**src/include/devctl_pkg.sv**
```systemverilog
/*
  Constants for the device control and status configuration dword.
  Assumes a configuration access port at dword granularity with byte enables.
*/
// Operation
// RULE1: Bit 0 enables correctable error reporting.
// RULE2: Bit 1 enables non-fatal error reporting.
// RULE3: Bit 2 enables fatal error reporting.
// RULE4: Bit 3 enables unsupported request reporting.
// RULE5: Enable defaults loadable over SMBus or EEPROM.
// RULE6: Bits 7:5 hold payload limit, reset 000b.
// RULE7: Oversized payload writes clamp to capability code.
// RULE8: Capability code means 256 bytes, reset 001b.
// RULE9: Bits 8, 9, 11, 21 read zero.
// RULE10: Bit 10 read-only aux enable, loadable default.
// RULE11: Bits 16, 17 log correctable, non-fatal errors.
// RULE12: Bits 18, 19 log fatal, unsupported request errors.
// RULE13: Flags log regardless of reporting enables.
// RULE14: Bit 20 reads aux power presence, reset 1.
// RULE15: Reserved bits zero; detection beats write-one clear.
// RULE16: Writing zero keeps flags; aux flag unaffected.
package devctl_pkg;
    localparam logic [7:0] DEV_CTRL_STATUS_OFFSET = 8'hE8;
    localparam int BIT_COR_EN = 0;
    localparam int BIT_NF_EN = 1;
    localparam int BIT_FAT_EN = 2;
    localparam int BIT_UR_EN = 3;
    localparam int BIT_RELAX_ORD = 4;
    localparam int PAYLOAD_LSB = 5;
    localparam int PAYLOAD_MSB = 7;
    localparam int BIT_AUX_PM_EN = 10;
    localparam int ERR_LSB = 16;
    localparam int BIT_AUX_DET = 20;
    localparam logic [3:0] ERR_EN_RESET = 4'h0;
    localparam logic RELAX_ORD_RESET = 1'b1;
    localparam logic [2:0] PAYLOAD_RESET = 3'h0;
    localparam logic [2:0] PAYLOAD_CAP_RESET = 3'h1;
    localparam logic AUX_PM_EN_RESET = 1'b0;
    localparam logic AUX_DET_RESET = 1'b1;
endpackage

```
**src/core/payload_clamp.sv**
```systemverilog
/*
  Clamps a written payload limit code to the supported capability code.
  Assumes both codes use the standard size encoding.
*/
`timescale 1ns/1ns
module payload_clamp (
    input wire logic [2:0] wr_code,
    input wire logic [2:0] cap_code,
    output logic [2:0] stored_code
);
    // Larger codes than the capability would advertise sizes the buffers cannot hold.
    assign stored_code = (wr_code > cap_code) ? cap_code : wr_code; // [RULE7]
endmodule // payload_clamp

```
**src/core/error_flags.sv**
```systemverilog
/*
  Four write-one-to-clear error detected flags.
  Assumes detect pulses and clear masks are synchronous to clock.
*/
`timescale 1ns/1ns
module error_flags (
    input wire logic clock,
    input wire logic srst,
    input wire logic [3:0] detect,
    input wire logic [3:0] clear,
    output logic [3:0] flags_q
);
    typedef struct packed {
        logic [3:0] flags;
    } state_t;
    state_t s_q;
    state_t s_d;
    always_comb begin
        s_d = s_q;
        // Detection is ORed after the clear so an error in a clearing cycle survives.
        s_d.flags = (s_q.flags & ~clear) | detect; // [RULE11] [RULE12] [RULE13] [RULE15] [RULE16]
    end
    always_ff @(posedge clock) begin
        if (srst) begin
            s_q <= '0;
        end else begin
            s_q <= s_d;
        end
    end
    assign flags_q = s_q.flags;
endmodule // error_flags

```
**src/core/dev_ctrl_status.sv**
```systemverilog
/*
  Device control and device status configuration dword.
  Assumes a single-cycle configuration write and a combinational read path,
  and preload strobes from the SMBus or EEPROM loader.
*/
`timescale 1ns/1ns
module dev_ctrl_status (
    input wire logic clock,
    input wire logic srst,
    input wire logic cfg_wr,
    input wire logic [7:0] cfg_addr,
    input wire logic [3:0] cfg_be,
    input wire logic [31:0] cfg_wdata,
    output logic [31:0] cfg_rdata,
    input wire logic load_valid,
    input wire logic [3:0] load_err_en,
    input wire logic load_aux_pm_en,
    input wire logic [2:0] load_payload_cap,
    input wire logic [3:0] err_detect,
    input wire logic aux_power_present,
    output logic [3:0] err_report_en,
    output logic relaxed_order_en,
    output logic [2:0] payload_limit,
    output logic [2:0] payload_cap,
    output logic aux_pm_en
);
    typedef struct packed {
        logic [3:0] err_en;
        logic relax;
        logic [2:0] payload;
        logic [2:0] cap;
        logic aux_pm;
        logic aux_det;
    } state_t;
    state_t s_q;
    state_t s_d;
    logic hit;
    logic [2:0] clamped;
    logic [3:0] err_clear;
    logic [3:0] err_flags;

    assign hit = cfg_wr && (cfg_addr == devctl_pkg::DEV_CTRL_STATUS_OFFSET);

    payload_clamp u_clamp (
        .wr_code(cfg_wdata[devctl_pkg::PAYLOAD_MSB:devctl_pkg::PAYLOAD_LSB]),
        .cap_code(s_q.cap),
        .stored_code(clamped)
    );

    assign err_clear = (hit && cfg_be[2]) ? cfg_wdata[19:16] : 4'h0; // [RULE11] [RULE12]

    error_flags u_flags (
        .clock(clock),
        .srst(srst),
        .detect(err_detect),
        .clear(err_clear),
        .flags_q(err_flags)
    );

    always_comb begin
        s_d = s_q;
        // Aux presence follows the pin; status writes never touch it.
        s_d.aux_det = aux_power_present; // [RULE14] [RULE16]
        if (load_valid) begin
            // The loader runs before enumeration, so it simply overrides.
            s_d.err_en = load_err_en; // [RULE5]
            s_d.aux_pm = load_aux_pm_en; // [RULE5] [RULE10]
            s_d.cap = load_payload_cap; // [RULE8]
        end else if (hit) begin
            if (cfg_be[0]) begin
                s_d.err_en = cfg_wdata[3:0]; // [RULE1] [RULE2] [RULE3] [RULE4]
                s_d.relax = cfg_wdata[devctl_pkg::BIT_RELAX_ORD];
                s_d.payload = clamped; // [RULE6] [RULE7]
            end
        end
    end

    always_ff @(posedge clock) begin
        if (srst) begin
            s_q.err_en <= devctl_pkg::ERR_EN_RESET;
            s_q.relax <= devctl_pkg::RELAX_ORD_RESET;
            s_q.payload <= devctl_pkg::PAYLOAD_RESET; // [RULE6]
            s_q.cap <= devctl_pkg::PAYLOAD_CAP_RESET; // [RULE8]
            s_q.aux_pm <= devctl_pkg::AUX_PM_EN_RESET; // [RULE10]
            s_q.aux_det <= devctl_pkg::AUX_DET_RESET; // [RULE14]
        end else begin
            s_q <= s_d;
        end
    end

    always_comb begin
        cfg_rdata = 32'h0; // [RULE9] [RULE15]
        if (cfg_addr == devctl_pkg::DEV_CTRL_STATUS_OFFSET) begin
            cfg_rdata[3:0] = s_q.err_en;
            cfg_rdata[devctl_pkg::BIT_RELAX_ORD] = s_q.relax;
            cfg_rdata[devctl_pkg::PAYLOAD_MSB:devctl_pkg::PAYLOAD_LSB] = s_q.payload;
            cfg_rdata[devctl_pkg::BIT_AUX_PM_EN] = s_q.aux_pm; // [RULE10]
            cfg_rdata[19:16] = err_flags; // [RULE11] [RULE12]
            cfg_rdata[devctl_pkg::BIT_AUX_DET] = s_q.aux_det; // [RULE14]
        end
    end

    assign err_report_en = s_q.err_en;
    assign relaxed_order_en = s_q.relax;
    assign payload_limit = s_q.payload;
    assign payload_cap = s_q.cap;
    assign aux_pm_en = s_q.aux_pm;
endmodule // dev_ctrl_status

```
**config.mk**
```make
export PLATFORM = sky130hd
export DESIGN_NAME = dev_ctrl_status
export DESIGN_NICKNAME = d
export VERILOG_FILES = /design/src/include/devctl_pkg.sv /design/src/core/payload_clamp.sv /design/src/core/error_flags.sv /design/src/core/dev_ctrl_status.sv
export SDC_FILE = /design/constraint.sdc
export NUM_CORES = 1
export LEC_CHECK = 0
export BUFFER_PORTS_ARGS = -buffer_cell sky130_fd_sc_hd__clkbuf_2
export CORE_UTILIZATION = 39
export DETAILED_ROUTE_END_ITERATION = 8
export PLACE_DENSITY_LB_ADDON = 0.25
export SLEW_MARGIN = 20
export SYNTH_ARGS = -nofsm -noshare
export SYNTH_HDL_FRONTEND = slang
export SYNTH_SLANG_ARGS = --single-unit
export TNS_END_PERCENT = 20
```
**constraint.sdc**
```tcl
create_clock -name clock -period 4.2 [get_ports clock]
set_clock_uncertainty 0.15 [all_clocks]
set_input_delay 0.63 -clock clock [delete_from_list [all_inputs] [get_ports clock]]
set_output_delay 0.63 -clock clock [all_outputs]
set_load 0.02 [all_outputs]
```
==> impl_metrics.env <==
export IMPL_outcome="finished, final reports clean"
export IMPL_crit_type="in2out"
export IMPL_powerDensity_mw_per_mm2=251
export IMPL_final_max_slew_viol_count=0
export IMPL_clkLatencyLatePin_ns=0.28
export IMPL_yosysMostFrequentCell="buf_4"
export IMPL_start_util_pct=40.9
export IMPL_fmax_mhz=394
export IMPL_syn2layout_area_growth_pct=21.5
export IMPL_gp_congestion=0.768
export IMPL_start_kind="primary input"
export IMPL_fin_util_pct=49.7
export IMPL_grt_pass1_vias=933
export IMPL_finalHoldViolCount=0
export IMPL_layout_nets=248
export IMPL_setup_slack_ns=1.66
export IMPL_relSlewSlack_pct=59.4
export IMPL_ys_flop_type="dfxtp_1"
export IMPL_detail_route_first_pass_iterations=4
export IMPL_syn_area_mm2=0.00112
export IMPL_slowest_stage="nor4b_4"
export IMPL_num_vias=1052
export IMPL_wirelength_mm=2.54
export IMPL_dpl_worst_slack_ns=1.38
export IMPL_layout_worst_path_cycle_share_pct=60.5
export IMPL_rows=19
export IMPL_wl_per_cell_um=11.9
export IMPL_synth_edf_count=0
export IMPL_synth_cells=130
export IMPL_cts_sinks=17
export IMPL_grtUsageTotal_pct=16.6
export IMPL_p_leak_nw=0.786
export IMPL_crit_buf_inv=2
export IMPL_synth_top_area_share_pct=30.5
export IMPL_yosys_top_cells_area="dfxtp_1 (30%), buf_4 (19%), and3_1 (10%)"
export IMPL_synth_seq_cells=17
export IMPL_synth_area_leader_cell="dfxtp_1"
export IMPL_setup_viol=0
export IMPL_dieHeight_um=55.5
export IMPL_fin_total_pwr_uw=341
export IMPL_postCtsHoldBufs=0
export IMPL_cts_tree="yes"
export IMPL_hpwl_mm=2.00
export IMPL_synth_cell_types=30
export IMPL_ios=105
export IMPL_ys_warn_count=0
export IMPL_rsz0062_at_grt="no"
export IMPL_post_cts_resized=0
export IMPL_fillCellCount=273
export IMPL_die_area_mm2=0.00308
export IMPL_core_area_mm2=0.00273
export IMPL_cts_buffers=3
export IMPL_crit_chain="clkbuf_2 > nor4b_4 > and3_1 > clkbuf_2"
export IMPL_worstSetupEndpointType="output port"
export IMPL_synth_commonest_cells="buf_4 (28), and3_1 (18), dfxtp_1 (17), nor2_1 (11), inv_1 (9)"
export IMPL_drc=0
export IMPL_drt_iter0_drc=20
export IMPL_path_clk_slew_ns=0.11
export IMPL_ant_nets=0
export IMPL_timing_final_crit_period_ns=2.54
export IMPL_max_slew_worst_pin_slew_ns=0.606
export IMPL_multi_input_comb_area_um2=597
export IMPL_synth_area_per_cell_um2=8.59
export IMPL_post_drt_via_cell_ratio=4.92
export IMPL_irDropWorstVdd_mv=0.199
export IMPL_crit_top_cell="clkbuf_2"
export IMPL_yosysSeqAreaShare_pct=30.5
export IMPL_crit_arrival_ns=1.76
export IMPL_layout_drive_gt1_share_pct=41.0
export IMPL_grt_pass1_wl_mm=4.07
export IMPL_cpPeakStageDelay_ns=0.59
export IMPL_drv_cap=0
export IMPL_grt_max_degree=16
export IMPL_cp_required_ns=3.42
export IMPL_die_w_um=55.5
export IMPL_cts_root_buf="clkbuf_4"
export IMPL_cts_setup_buffers=0
export IMPL_setup_tns_ns=0
export IMPL_synthArstFlopShare_pct=0
export IMPL_clockBufferDepth=2
export IMPL_crit_family="simple AND/OR/NAND/NOR gates"
export IMPL_hold_path_class="reg2reg"
export IMPL_n_antenna_cell=0
export IMPL_grt_overflow=0
export IMPL_seqCellArea_um2=340
export IMPL_antenna_found_initial=0
export IMPL_htreeDepth=1
export IMPL_io_buffers=64
export IMPL_worstPathMaxFanout=14
export IMPL_ff2ff_setup_slack_ns=2.25
final timing paths:
kind	from	end	cells past startpoint
hold reg to reg	u_flags.flags_q[2]	u_flags.flags_q[2]	2
hold / removal	u_flags.flags_q[2]	u_flags.flags_q[2]	2
setup / recovery	cfg_addr[2]	cfg_rdata[19]	4
setup reg to reg	payload_cap[1]	payload_limit[1]	5
through the flow:
stage / hold WS, ns / cell area, um^2 / std cells
finish: 0.348 / 1360 / 214
global route: 0.333 / 1360 / 214
CTS: 0.351 / 1350 / 214
floorplan: 0.322 / 1180 / 147
global placement: 0.330 / 1320 / 210
detailed placement: 0.336 / 1320 / 210
cell usage in the layout, fill, tap and decap left out:
cell and n:
mux2i_1 5, nand3_1 2, o21ai_1 1, o21a_1 1, nor2b_1 1, ha_1 3, inv_1 9, a211oi_1 1
nor4b_4 1, or2_2 2, or3_1 2, nand4b_1 1, and3_1 18, a311oi_1 7, o21ai_0 2, clkbuf_2 64
nor4_1 1, dfxtp_1 17, o221a_2 1, nand3b_1 1, a211o_1 1, clkbuf_4 3, nand2_1 2, clkinv_2 1
nor2_1 11, mux2_2 1, a221o_1 3, and4b_1 1, nor3_4 1, or4b_4 1, conb_1 18
where the power goes:
part           switching, mW  leakage (nW)  internal, mW  total (mW)
Clock                 0.0532        0.0177        0.0354      0.0886
Sequential           0.00461         0.140         0.169       0.174
Combinational         0.0483         0.628        0.0308      0.0792
Total                  0.106         0.786         0.235       0.341
state kept, by name, indices dropped and copies added, names as in the netlist:
name and count:
payload_cap 3, err_report_en 4, u_flags.flags_q 4, relaxed_order_en 1, aux_pm_en 1, payload_limit 3
s_q 1
logic make-up after synthesis:
| kind of cell | after synthesis | synth area share, % |
|---|---|---|
| other | 1 | 0.336 |
| AOI/OAI and AO/OA | 17 | 12.7 |
| and+or+nand+nor | 45 | 24.5 |
| buffers and inverters | 41 | 23.2 |
| muxes | 6 | 5.49 |
| adders and majority gates | 3 | 3.36 |
| DFF | 17 | 30.5 |
layout make-up:
class / instances / share of cell area, %
Clock inverter: 1 / 0.369
Multi-Input combinational cell: 89 / 44.0
Inverter: 9 / 2.49
Clock buffer: 3 / 1.66
Tap cell: 31 / 2.86
Timing Repair Buffer: 64 / 23.6
Sequential cell: 17 / 25.1
layer usage:
metal  wire (um)  part of all wire, %  global-route usage, %  vias to the layer above
li1            -                    -                      -                      523
met1        1110                   43                   19.1                      484
met2        1270                   50                   29.4                       39
met3         106                  4.2                   3.04                        6
met4          59                  2.3                   7.50                        0
met5           0                    0                      0                        -
worst reg2reg max path: cells and delay by family (launching register included):
family | cells | cell delay, ns
AOI/OAI and AO/OA | 3 | 1.00
adders and majority gates | 1 | 0.29
buffers and inverters | 1 | 0.06
DFF | 1 | 0.36
Note: power is estimated with default switching activity, not from simulation.
